$ cat config.mk
export PLATFORM = sky130hd
export DESIGN_NAME = cco_top
export DESIGN_NICKNAME = d
export VERILOG_FILES = /design/src/cco_pkg.sv /design/src/cco_top.sv
export VERILOG_INCLUDE_DIRS = /design/src /design/src/src
export SDC_FILE = /design/constraint.sdc
export NUM_CORES = 2
export LEC_CHECK = 0
export BUFFER_PORTS_ARGS = -buffer_cell sky130_fd_sc_hd__buf_4
export CAP_MARGIN = 25
export CORE_UTILIZATION = 35
export DETAILED_ROUTE_END_ITERATION = 16
export SETUP_SLACK_MARGIN = 0.2
export SKIP_CTS_REPAIR_TIMING = 1
export SLEW_MARGIN = 40
export SYNTH_ARGS = -nofsm -noshare
export SYNTH_HDL_FRONTEND = slang
export SYNTH_SLANG_ARGS = --single-unit
$ cat constraint.sdc
create_clock -name ref_clk_i -period 10.78 [get_ports ref_clk_i]
set_input_delay 0 -clock ref_clk_i [delete_from_list [all_inputs] [get_ports ref_clk_i]]
set_output_delay 0 -clock ref_clk_i [all_outputs]
set_load 0.01 [all_outputs]
$ cat src/cco_cfg.svh
// Constants of the protocol-layer block: identifiers, specifiers, offsets and reset values
`ifndef CCO_CFG_SVH
`define CCO_CFG_SVH

// ----------------------------------------------------------------
// Object counts and identifier scheme
// ----------------------------------------------------------------
`define CCO_NPDO 4
`define CCO_FC_EMCY 4'h1
`define CCO_FC_TPDO 4'h3
`define CCO_FC_RPDO 4'h4
`define CCO_FC_STEP 4'h2
`define CCO_FC_SDO_TX 4'hB
`define CCO_FC_SDO_RX 4'hC
`define CCO_SYNC_ID 11'h080
`define CCO_TSTAMP_ID 11'h100

// ----------------------------------------------------------------
// Transmission types and sizes
// ----------------------------------------------------------------
`define CCO_TT_ACYC 8'h00
`define CCO_TT_CYC_MAX 8'hF0
`define CCO_TT_ASYNC_MIN 8'hFE
`define CCO_MAX_BITS 7'h40
`define CCO_BLK_MAX 7'h7F
`define CCO_DLC_FULL 4'h8

// ----------------------------------------------------------------
// Command specifiers (byte 0) and abort codes
// ----------------------------------------------------------------
`define CCO_CCS_SEG_DN 3'h0
`define CCO_CCS_INIT_DN 3'h1
`define CCO_CCS_INIT_UP 3'h2
`define CCO_CCS_ABORT 3'h4
`define CCO_CCS_BLK_DN 3'h6
`define CCO_CS_DN_INIT_RSP 8'h60
`define CCO_CS_DN_SEG_RSP 8'h20
`define CCO_CS_UP_EXP_RSP 8'h43
`define CCO_CS_BLK_INIT_RSP 8'hA0
`define CCO_CS_BLK_END_RSP 8'hA1
`define CCO_CS_BLK_ACK 8'hA2
`define CCO_CS_ABORT 8'h80
`define CCO_AB_TOGGLE 32'h05030000
`define CCO_AB_BAD_CS 32'h05040001
`define CCO_AB_BAD_SEQ 32'h05040003
`define CCO_AB_RO 32'h06010002
`define CCO_AB_NO_OBJ 32'h06020000

// ----------------------------------------------------------------
// Dictionary entries served by the SDO server
// ----------------------------------------------------------------
`define CCO_IDX_ERR_REG 16'h1001
`define CCO_IDX_WINDOW 16'h1007
`define CCO_IDX_RPDO_COM 16'h1400
`define CCO_IDX_TPDO_COM 16'h1800

// ----------------------------------------------------------------
// Register offsets (word indices on address bits 4:2) and reset values
// ----------------------------------------------------------------
`define CCO_REG_CTRL 3'h0
`define CCO_REG_WINDOW 3'h1
`define CCO_REG_TTYPE 3'h2
`define CCO_REG_MAPLEN 3'h3
`define CCO_REG_STATUS 3'h4
`define CCO_DEF_NODE 7'h01
`define CCO_DEF_WIN 16'h0000
`define CCO_DEF_TT 8'hFF
`define CCO_DEF_MAP 7'h40

`endif

$ cat src/cco_pkg.sv
// Types of the protocol-layer block
`include "cco_cfg.svh"
package cco_pkg;

  typedef enum logic [1:0] {SDO_IDLE, SDO_SEG_DN, SDO_BLK_DN, SDO_BLK_END} cco_sdo_st_t;

  typedef struct packed {
    logic [6:0] node_id;
    logic pdo_en;
    logic [15:0] win_len;
    logic [31:0] ttype;
    logic [27:0] maplen;
    logic [43:0] rpdo_id;
    logic [31:0] sync_cnt;
    logic [15:0] win_cnt;
    logic win_open;
    logic [3:0] sync_due;
    logic [3:0] async_due;
    logic [3:0] acyc_arm;
    logic emcy_pend;
    logic [63:0] emcy_data;
    logic [7:0] emcy_cnt;
    cco_sdo_st_t sdo_st;
    logic toggle;
    logic [6:0] blk_seq;
    logic resp_pend;
    logic [63:0] resp_data;
    logic tx_valid;
    logic [10:0] tx_id;
    logic [3:0] tx_dlc;
    logic [63:0] tx_data;
    logic [255:0] rpdo_data;
    logic [3:0] rpdo_valid;
    logic seg_valid;
    logic [55:0] seg_data;
    logic [2:0] seg_cnt;
    logic bus_ack;
    logic [31:0] rdata;
  } cco_state_t;

endpackage

$ cat src/cco_top.sv
// CANopen communication objects: PDO, SDO server, SYNC consumer, emergency producer
`timescale 1ns/1ps
`include "cco_cfg.svh"
module cco_top (
  input wire logic ref_clk_i,
  input wire logic nrst_i,
  input wire logic [4:0] avs_address_i,
  input wire logic avs_read_i,
  input wire logic avs_write_i,
  input wire logic [31:0] avs_writedata_i,
  input wire logic [3:0] avs_byteenable_i,
  output logic [31:0] avs_readdata_o,
  output logic avs_waitrequest_o,
  input wire logic can_rx_valid_i,
  input wire logic [10:0] can_rx_id_i,
  input wire logic [3:0] can_rx_dlc_i,
  input wire logic [63:0] can_rx_data_i,
  output logic can_tx_valid_o,
  input wire logic can_tx_ready_i,
  output logic [10:0] can_tx_id_o,
  output logic [3:0] can_tx_dlc_o,
  output logic [63:0] can_tx_data_o,
  input wire logic [255:0] app_tpdo_data_i,
  input wire logic [3:0] app_tpdo_event_i,
  output logic [255:0] rpdo_data_o,
  output logic [3:0] rpdo_valid_o,
  input wire logic err_event_i,
  input wire logic [15:0] err_code_i,
  input wire logic [7:0] err_reg_i,
  input wire logic [39:0] err_mfr_i,
  output logic sdo_seg_valid_o,
  output logic [55:0] sdo_seg_data_o,
  output logic [2:0] sdo_seg_count_o
);

  localparam cco_pkg::cco_state_t ST_RST = '{
    node_id: `CCO_DEF_NODE,
    win_len: `CCO_DEF_WIN,
    ttype: {4{`CCO_DEF_TT}},
    maplen: {4{`CCO_DEF_MAP}},
    rpdo_id: {4'(`CCO_FC_RPDO + 3 * `CCO_FC_STEP), `CCO_DEF_NODE,
              4'(`CCO_FC_RPDO + 2 * `CCO_FC_STEP), `CCO_DEF_NODE,
              4'(`CCO_FC_RPDO + `CCO_FC_STEP), `CCO_DEF_NODE,
              `CCO_FC_RPDO, `CCO_DEF_NODE},
    sdo_st: cco_pkg::SDO_IDLE,
    default: '0
  };

  cco_pkg::cco_state_t s_r;
  cco_pkg::cco_state_t s_nxt;

  function automatic logic [31:0] be_merge(input logic [31:0] old, input logic [31:0] wd,
                                           input logic [3:0] be);
    logic [31:0] r;
    r = old;
    for (int b = 0; b < 4; b++) begin
      if (be[b]) begin
        r[8*b +: 8] = wd[8*b +: 8];
      end
    end
    return r;
  endfunction

  // ----------------------------------------------------------------
  // Receive decode
  // ----------------------------------------------------------------
  logic sync_rx;
  logic sdo_rx;
  logic [2:0] ccs;
  logic [23:0] mux;
  assign sync_rx = can_rx_valid_i && (can_rx_id_i == `CCO_SYNC_ID) && s_r.pdo_en;
  assign sdo_rx = can_rx_valid_i && (can_rx_id_i == {`CCO_FC_SDO_RX, s_r.node_id});
  // Time stamp frames match no decoder here, so they fall through unused
  assign ccs = can_rx_data_i[7:5];
  assign mux = can_rx_data_i[31:8];

  // ----------------------------------------------------------------
  // Next-state logic
  // ----------------------------------------------------------------
  always_comb begin
    logic [7:0] tt;
    logic [6:0] len;
    logic [7:0] len_sum;
    logic [63:0] mask;
    logic [15:0] idx;
    logic [7:0] sub;
    logic [1:0] k;
    logic hit;
    logic ro;
    logic [31:0] rval;
    logic [31:0] wd;
    logic loaded;
    tt = '0;
    len = '0;
    len_sum = '0;
    mask = '0;
    idx = can_rx_data_i[23:8];
    sub = can_rx_data_i[31:24];
    k = idx[1:0];
    hit = 1'b0;
    ro = 1'b0;
    rval = '0;
    wd = '0;
    loaded = 1'b0;
    s_nxt = s_r;
    s_nxt.rpdo_valid = '0;
    s_nxt.seg_valid = 1'b0;
    s_nxt.bus_ack = 1'b0;

    // Controller took the frame: done, no remote confirmation is awaited
    if (s_r.tx_valid && can_tx_ready_i) begin
      s_nxt.tx_valid = 1'b0;
    end

    // Window length 0 keeps the window open until the next SYNC
    if (sync_rx) begin
      s_nxt.win_cnt = s_r.win_len;
      s_nxt.win_open = 1'b1;
    end else if (s_r.win_open && (s_r.win_len != '0)) begin
      if (s_r.win_cnt <= 16'h0001) begin
        s_nxt.win_open = 1'b0;
        s_nxt.win_cnt = '0;
        s_nxt.sync_due = '0;
      end else begin
        s_nxt.win_cnt = s_r.win_cnt - 16'h0001;
      end
    end

    for (int i = 0; i < `CCO_NPDO; i++) begin
      tt = s_r.ttype[8*i +: 8];
      if (sync_rx) begin
        if (tt == `CCO_TT_ACYC) begin
          s_nxt.sync_due[i] = s_r.acyc_arm[i];
          s_nxt.acyc_arm[i] = 1'b0;
        end else if (tt <= `CCO_TT_CYC_MAX) begin
          if (s_r.sync_cnt[8*i +: 8] + 8'h01 >= tt) begin
            s_nxt.sync_due[i] = 1'b1;
            s_nxt.sync_cnt[8*i +: 8] = '0;
          end else begin
            s_nxt.sync_cnt[8*i +: 8] = s_r.sync_cnt[8*i +: 8] + 8'h01;
          end
        end
      end
      // An event in the clearing cycle still arms
      if (app_tpdo_event_i[i] && s_r.pdo_en) begin
        if (tt == `CCO_TT_ACYC) begin
          s_nxt.acyc_arm[i] = 1'b1;
        end else if (tt >= `CCO_TT_ASYNC_MIN) begin
          s_nxt.async_due[i] = 1'b1;
        end
      end
      if (can_rx_valid_i && s_r.pdo_en && (can_rx_id_i == s_r.rpdo_id[11*i +: 11])) begin
        s_nxt.rpdo_data[64*i +: 64] = can_rx_data_i;
        s_nxt.rpdo_valid[i] = 1'b1;
      end
    end

    // ----------------------------------------------------------------
    // Transmit arbitration: emergency, SDO answer, then the lowest-index due PDO, sync or async alike
    // ----------------------------------------------------------------
    if (!s_r.tx_valid) begin
      if (s_r.emcy_pend) begin
        s_nxt.tx_valid = 1'b1;
        s_nxt.tx_id = {`CCO_FC_EMCY, s_r.node_id};
        s_nxt.tx_dlc = `CCO_DLC_FULL;
        s_nxt.tx_data = s_r.emcy_data;
        s_nxt.emcy_pend = 1'b0;
        s_nxt.emcy_cnt = s_r.emcy_cnt + 8'h01;
      end else if (s_r.resp_pend) begin
        s_nxt.tx_valid = 1'b1;
        s_nxt.tx_id = {`CCO_FC_SDO_TX, s_r.node_id};
        s_nxt.tx_dlc = `CCO_DLC_FULL;
        s_nxt.tx_data = s_r.resp_data;
        s_nxt.resp_pend = 1'b0;
      end else begin
        for (int i = 0; i < `CCO_NPDO; i++) begin
          if (!loaded && ((s_r.sync_due[i] && s_r.win_open) || s_r.async_due[i])) begin
            loaded = 1'b1;
            len = s_r.maplen[7*i +: 7];
            len_sum = {1'b0, len} + 8'h07;
            mask = (len >= `CCO_MAX_BITS) ? {64{1'b1}} : ((64'h1 << len) - 64'h1);
            s_nxt.tx_valid = 1'b1;
            s_nxt.tx_id = {4'(`CCO_FC_TPDO + 4'(i) * `CCO_FC_STEP), s_r.node_id};
            s_nxt.tx_dlc = (len >= `CCO_MAX_BITS) ? `CCO_DLC_FULL : len_sum[6:3];
            s_nxt.tx_data = app_tpdo_data_i[64*i +: 64] & mask;
            s_nxt.sync_due[i] = 1'b0;
            s_nxt.async_due[i] = app_tpdo_event_i[i] && (s_r.ttype[8*i +: 8] >= 8'hFE);
          end
        end
      end
    end

    // New error event after (or during) the send of the last one
    if (err_event_i) begin
      s_nxt.emcy_pend = 1'b1;
      s_nxt.emcy_data = {err_mfr_i, err_reg_i, err_code_i};
    end

    if (!s_r.pdo_en) begin
      s_nxt.sync_due = '0;
      s_nxt.async_due = '0;
      s_nxt.acyc_arm = '0;
    end

    // ----------------------------------------------------------------
    // SDO server
    // ----------------------------------------------------------------
    if ((idx == `CCO_IDX_ERR_REG) && (sub == 8'h00)) begin
      hit = 1'b1;
      ro = 1'b1;
      rval = {24'h000000, err_reg_i};
    end else if ((idx == `CCO_IDX_WINDOW) && (sub == 8'h00)) begin
      hit = 1'b1;
      rval = {16'h0000, s_r.win_len};
    end else if ((idx[15:2] == 14'(`CCO_IDX_RPDO_COM >> 2)) && (sub == 8'h01)) begin
      hit = 1'b1;
      rval = {21'h0, s_r.rpdo_id[11*k +: 11]};
    end else if ((idx[15:2] == 14'(`CCO_IDX_TPDO_COM >> 2)) && (sub == 8'h02)) begin
      hit = 1'b1;
      rval = {24'h000000, s_r.ttype[8*k +: 8]};
    end
    wd = can_rx_data_i[63:32];

    if (sdo_rx) begin
      s_nxt.resp_pend = 1'b1;
      s_nxt.resp_data = {`CCO_AB_BAD_CS, mux, `CCO_CS_ABORT};
      if ((ccs == `CCO_CCS_ABORT) && (s_r.sdo_st != cco_pkg::SDO_BLK_DN)) begin
        s_nxt.resp_pend = 1'b0;
        s_nxt.sdo_st = cco_pkg::SDO_IDLE;
      end else begin
        unique case (s_r.sdo_st)
          cco_pkg::SDO_IDLE: begin
            if (ccs == `CCO_CCS_INIT_DN) begin
              if (!hit) begin
                s_nxt.resp_data = {`CCO_AB_NO_OBJ, mux, `CCO_CS_ABORT};
              end else if (can_rx_data_i[1]) begin
                s_nxt.resp_data = {32'h00000000, mux, `CCO_CS_DN_INIT_RSP};
                if (ro) begin
                  s_nxt.resp_data = {`CCO_AB_RO, mux, `CCO_CS_ABORT};
                end else if (idx == `CCO_IDX_WINDOW) begin
                  s_nxt.win_len = wd[15:0];
                end else if (idx[15:12] == 4'h1 && idx[11] == 1'b0) begin
                  s_nxt.rpdo_id[11*k +: 11] = wd[10:0];
                end else begin
                  s_nxt.ttype[8*k +: 8] = wd[7:0];
                end
              end else begin
                s_nxt.resp_data = {32'h00000000, mux, `CCO_CS_DN_INIT_RSP};
                s_nxt.sdo_st = cco_pkg::SDO_SEG_DN;
                s_nxt.toggle = 1'b0;
              end
            end else if (ccs == `CCO_CCS_INIT_UP) begin
              s_nxt.resp_data = hit ? {rval, mux, `CCO_CS_UP_EXP_RSP}
                                    : {`CCO_AB_NO_OBJ, mux, `CCO_CS_ABORT};
            end else if ((ccs == `CCO_CCS_BLK_DN) && !can_rx_data_i[0]) begin
              s_nxt.resp_data = {24'h000000, 1'b0, `CCO_BLK_MAX, mux, `CCO_CS_BLK_INIT_RSP};
              s_nxt.sdo_st = cco_pkg::SDO_BLK_DN;
              s_nxt.blk_seq = 7'h01;
            end
          end
          cco_pkg::SDO_SEG_DN: begin
            if (ccs != `CCO_CCS_SEG_DN) begin
              s_nxt.sdo_st = cco_pkg::SDO_IDLE;
            end else if (can_rx_data_i[4] != s_r.toggle) begin
              s_nxt.resp_data = {`CCO_AB_TOGGLE, 24'h000000, `CCO_CS_ABORT};
              s_nxt.sdo_st = cco_pkg::SDO_IDLE;
            end else begin
              s_nxt.seg_valid = 1'b1;
              s_nxt.seg_data = can_rx_data_i[63:8];
              s_nxt.seg_cnt = 3'h7 - can_rx_data_i[3:1];
              s_nxt.resp_data = {56'h0, `CCO_CS_DN_SEG_RSP | {3'h0, s_r.toggle, 4'h0}};
              s_nxt.toggle = !s_r.toggle;
              if (can_rx_data_i[0]) begin
                s_nxt.sdo_st = cco_pkg::SDO_IDLE;
              end
            end
          end
          cco_pkg::SDO_BLK_DN: begin
            if (can_rx_data_i[7:0] == `CCO_CS_ABORT) begin
              s_nxt.resp_pend = 1'b0;
              s_nxt.sdo_st = cco_pkg::SDO_IDLE;
            end else if (can_rx_data_i[6:0] != s_r.blk_seq) begin
              s_nxt.resp_data = {`CCO_AB_BAD_SEQ, 24'h000000, `CCO_CS_ABORT};
              s_nxt.sdo_st = cco_pkg::SDO_IDLE;
            end else begin
              s_nxt.seg_valid = 1'b1;
              s_nxt.seg_data = can_rx_data_i[63:8];
              s_nxt.seg_cnt = 3'h7;
              if (can_rx_data_i[7] || (s_r.blk_seq == `CCO_BLK_MAX)) begin
                // One acknowledge for the whole block
                s_nxt.resp_data = {40'h0, 1'b0, `CCO_BLK_MAX, 1'b0, s_r.blk_seq,
                                   `CCO_CS_BLK_ACK};
                s_nxt.blk_seq = 7'h01;
                if (can_rx_data_i[7]) begin
                  s_nxt.sdo_st = cco_pkg::SDO_BLK_END;
                end
              end else begin
                s_nxt.resp_pend = 1'b0;
                s_nxt.blk_seq = s_r.blk_seq + 7'h01;
              end
            end
          end
          cco_pkg::SDO_BLK_END: begin
            s_nxt.sdo_st = cco_pkg::SDO_IDLE;
            if ((ccs == `CCO_CCS_BLK_DN) && can_rx_data_i[0]) begin
              s_nxt.resp_data = {56'h0, `CCO_CS_BLK_END_RSP};
            end
          end
        endcase
      end
    end

    // ----------------------------------------------------------------
    // Avalon-MM slave: one wait state, read captured first, write on ack
    // ----------------------------------------------------------------
    if ((avs_read_i || avs_write_i) && !s_r.bus_ack) begin
      s_nxt.bus_ack = 1'b1;
      unique case (avs_address_i[4:2])
        `CCO_REG_CTRL: s_nxt.rdata = {23'h0, s_r.pdo_en, 1'b0, s_r.node_id};
        `CCO_REG_WINDOW: s_nxt.rdata = {16'h0, s_r.win_len};
        `CCO_REG_TTYPE: s_nxt.rdata = s_r.ttype;
        `CCO_REG_MAPLEN: s_nxt.rdata = {1'b0, s_r.maplen[27:21], 1'b0, s_r.maplen[20:14],
                                        1'b0, s_r.maplen[13:7], 1'b0, s_r.maplen[6:0]};
        `CCO_REG_STATUS: s_nxt.rdata = {err_reg_i, s_r.emcy_cnt, 5'h00, s_r.win_open,
                                        s_r.sync_due, 2'h0, s_r.sdo_st, s_r.toggle, s_r.emcy_pend};
        default: s_nxt.rdata = '0;
      endcase
    end
    if (avs_write_i && s_r.bus_ack) begin
      wd = be_merge(s_nxt.rdata, avs_writedata_i, avs_byteenable_i);
      unique case (avs_address_i[4:2])
        `CCO_REG_CTRL: begin
          s_nxt.node_id = wd[6:0];
          s_nxt.pdo_en = wd[8];
        end
        `CCO_REG_WINDOW: s_nxt.win_len = wd[15:0];
        `CCO_REG_TTYPE: s_nxt.ttype = wd;
        `CCO_REG_MAPLEN: s_nxt.maplen = {wd[30:24], wd[22:16], wd[14:8], wd[6:0]};
        default: s_nxt.win_len = s_nxt.win_len;
      endcase
    end
  end

  always_ff @(posedge ref_clk_i or negedge nrst_i) begin
    if (!nrst_i) begin
      s_r <= ST_RST;
    end else begin
      s_r <= s_nxt;
    end
  end

  assign avs_waitrequest_o = (avs_read_i || avs_write_i) && !s_r.bus_ack;
  assign avs_readdata_o = s_r.rdata;
  assign can_tx_valid_o = s_r.tx_valid;
  assign can_tx_id_o = s_r.tx_id;
  assign can_tx_dlc_o = s_r.tx_dlc;
  assign can_tx_data_o = s_r.tx_data;
  assign rpdo_data_o = s_r.rpdo_data;
  assign rpdo_valid_o = s_r.rpdo_valid;
  assign sdo_seg_valid_o = s_r.seg_valid;
  assign sdo_seg_data_o = s_r.seg_data;
  assign sdo_seg_count_o = s_r.seg_cnt;
endmodule
==> metrics.md <==
| Metric | Value |
|---|---|
| Static Leak | `0.0276 uW` |
| IO Port Bufs | `877` |
| Clock Tree Buf Depth | `3` |
| Clk pin slew, worst setup/hold paths | `0.07 ns` |
| Worst VDD drop | `0.176 mV` |
| Worst r2r dst | `can_tx_data_o[26]` |
| Largest net degree at the start of global routing | `151` |
| Yosys reg bits | `758` |
| Initial DRC count | `5511` |
| Die area | `138000 um2` |
| Slew @ Worst Pin | `1.06 ns` |
| # DRC | `0` |
| Layout Nets | `6717` |
| Min cycle time layout | `5.33 ns` |
| Syn nets | `6123` |
| Final WL | `251 mm` |
| Synth cell types | `99` |
| Number of synthesized flops with an enable pin | `0` |
| Clock power frac | `31.2%` |
| Area Overhead vs Synth | `25.0%` |
| RSZ-0062 raised after global routing | `no` |
| CTS tree | `built` |
| P_sw | `4180 uW` |
| Initial core utilization | `35.5%` |
| R2R Path Start | `s_r[695]` |
| Post-synth design cell area | `47600 um2` |
| Normalized max-slew margin | `28.6%` |
| Vias | `47800` |
| Gate Count Post-Synth | `5617` |
| Peak Freq | `187 MHz` |
| Busiest layer in global routing | `met2` |
| Fin Setup TNS | `0 ns` |
| Worst reg2reg setup slack | `5.45 ns` |
| Most frequent cells in the layout | `1265 x nand2_1, 961 x buf_4, 710 x dfrtp_1` |
| Hold EP | `rpdo_data_o[104]` |
| Status | `finished with violations` |
| Sw frac | `39.6%` |
| Pins Over Slew Limit | `0` |
| Final Power | `10600 uW` |
| CP peak stage delay | `0.58 ns` |
| CTS Buf Count | `90` |
| R2r worst-path depth | `14` |
| Number of endpoints failing setup at the final stage | `0` |
| Hold Crit Start | `can_rx_id_i[9]` |
| Worst path cell trace | `buf_4 > or3_1 > nor2_1 > nand2_1 > ha_1 > o31a_1 > o311ai_2 > a31oi_1 > mux2i_1 > nand3_1 > a21oi_1 > dlygate4sd3_1 > a2bb2oi_1 > dlygate4sd3_1` |
| P_int | `6370 uW` |
| Top delay family on crit path | `buffers and inverters` |
| Root Buffer | `clkbuf_16` |
| DP Wirelength | `189 mm` |
| Synth Flop Type | `dfrtp_1` |
| WHS Path Cells | `6` |
| CP arrival | `5.99 ns` |
| Worst EP required | `11.44 ns` |
| Slowest stage cell, crit path | `dlygate4sd3_1` |
| Width of the die | `371 um` |
| Sequential area share after synthesis | `40.0%` |
| Crit path kind | `reg -> reg` |
| Crit. End Element | `flop` |
| Violated checks | `negative hold slack` |
| Critical Path Source Type | `flop` |
| Post-route antenna net violation count | `0` |
| DR pass1 iterations | `6` |
| YS warnings | `0` |
| Ratio of cells with drive above 1 in the final layout | `22.6%` |
| Top-area cell type share of the netlist area | `37.4%` |
| Vert. Die Dim | `371 um` |
| Clock sinks | `758` |
| Final worst clock skew | `0.0943 ns` |
| Mapped Avg Cell Area | `8.48 um2` |
| # Max-Cap Violations | `0` |
| Crit-path max FO | `42` |
| Seq pwr share | `33.0%` |
| Comb power frac | `35.9%` |
| Initial antenna violation count | `22` |
| H-tree levels | `3` |
| Worst path bufs/invs | `3` |
| Rows | `134` |
| Met1 Track Usage GR | `43.5%` |
| Total track usage | `34.8%` |
| Post-DR vias/cell | `5.93` |
| GRT met2 Usage | `53.9%` |
| WHS | `-0.0154 ns` |
| WL per Instance | `31.1 um` |
| CP dominant cell by count | `dlygate4sd3_1` |
| Final worst path period share | `49.5%` |
| Gpl congestion | `1.07` |
| Power per standard cell area | `177 nW/um2` |
| Synth area leader | `dfrtp_1` |
| Skew-Pair Late Insertion Delay | `0.74 ns` |
| GRT Residual Overflow | `0` |
| Final hold vios | `7` |
| Hold Path Class | `in -> reg` |
| M3 GR Usage | `8.72%` |
| Commonest non-fill, non-tap cell in the layout | `nand2_1` |
| First-pass GRT wire length | `342 mm` |
| Asr flop ratio synth | `100%` |
| I/O Pins | `884` |
| Vias in the first global route | `44100` |
| Dominant cells by area after synthesis | `dfrtp_1 37%, nand2_1 10%, buf_4 6.8%, o21ai_0 3.6%, mux2_2 2.8%` |
| Core footprint | `134000 um2` |
## tightest hold or removal path, stage by stage
cell and delay (ns):
buf_4 0.14, xnor2_1 0.10, nand4_1 0.08, or3_2 0.23, nand2_1 0.08, nand2_1 0.05
## metal layers
layer | vias to the layer above | wire (um)
met2 | 2955 | 112000
met1 | 23700 | 96500
met3 | 689 | 24600
met5 | - | 120
li1 | 20400 | -
met4 | 18 | 18300
## per-stage QoR
stage	cells	area, um2	util (%)	setup WS [ns]
after floorplan	5617	47600	-	7.25
after global placement	7532	52500	39.1	5.78
after detailed placement	7535	52700	39.3	6.10
after CTS	7704	55900	41.6	6.17
after global routing	8063	59500	44.4	5.30
final	8065	59500	44.4	5.45
## logic make-up (layout without fill, tap and decap cells)
logic type | count (synthesis) | after routing | share of synthesized area [%]
buf+inv | 896 | 1567 | 10.5
xor+xnor | 165 | 165 | 3.04
flops | 758 | 758 | 40.0
other cells | 0 | 9 | 0
compound gates | 1155 | 1155 | 16.1
fa+ha+maj | 55 | 55 | 1.45
simple gates | 2326 | 2326 | 22.6
mux | 262 | 262 | 6.34
## synth_stat cells (29+ instances only)
cell type / number
nand3_1: 133
a22oi_1: 30
and3_1: 42
nor2_1: 280
nor4_1: 41
or3_1: 72
a21oi_1: 207
dfstp_2: 47
a21o_1: 29
o22ai_1: 33
nand2b_1: 72
dfrtp_1: 711
nand4_1: 80
buf_4: 432
mux2i_1: 124
o31ai_1: 29
and2_1: 39
o21ai_0: 341
nand2_1: 1266
a31oi_1: 59
nor3_1: 113
ha_1: 55
mux2_2: 118
clkbuf_1: 341
xor2_1: 46
inv_1: 67
a22o_1: 70
nor2b_1: 43
xnor2_1: 119
o211ai_1: 78
## flip-flops by register name, indices dropped and copies added, names as in the netlist
register / count
avs_readdata_o: 32
can_tx_data_o: 64
can_tx_dlc_o: 4
can_tx_id_o: 11
can_tx_valid_o: 1
rpdo_data_o: 256
rpdo_valid_o: 4
s_r: 326
sdo_seg_count_o: 3
sdo_seg_data_o: 56
sdo_seg_valid_o: 1
## final cells by class
cell class / instances / area (um2)
Antenna cell: 9 / 22.5
Clock buffer: 134 / 2630
Clock inverter: 35 / 581
Fill cell: 13300 / 74600
Inverter: 68 / 255
Multi-Input combinational cell: 3963 / 23800
Sequential cell: 758 / 19000
Tap cell: 1768 / 2210
Timing Repair Buffer: 1330 / 11000
## power groups by stage
stage / combinational [uW] / sequential [uW] / clock, uW
6_report: 3790 / 3480 / 3290
3_3_place_gp: 3440 / 3500 / 0
3_5_place_dp: 3440 / 3500 / 0
2_1_floorplan: 2130 / 3320 / 0
4_1_cts: 3450 / 3450 / 3320
5_1_grt: 3930 / 3490 / 3440
## worst max-delay path by stage
stage,slack [ns],end,depth (start not counted),from
detailed placement,6.10,can_tx_data_o[52],12,s_r[695]
global placement,5.78,can_tx_data_o[42],11,s_r[697]
CTS,6.17,can_tx_data_o[52],12,s_r[695]
finish,5.45,can_tx_data_o[26],14,s_r[695]
global route,5.30,can_tx_data_o[26],14,s_r[695]
floorplan,7.25,can_tx_data_o[54],13,s_r[706]
No activity file was read; power rests on OpenSTA's default activity.
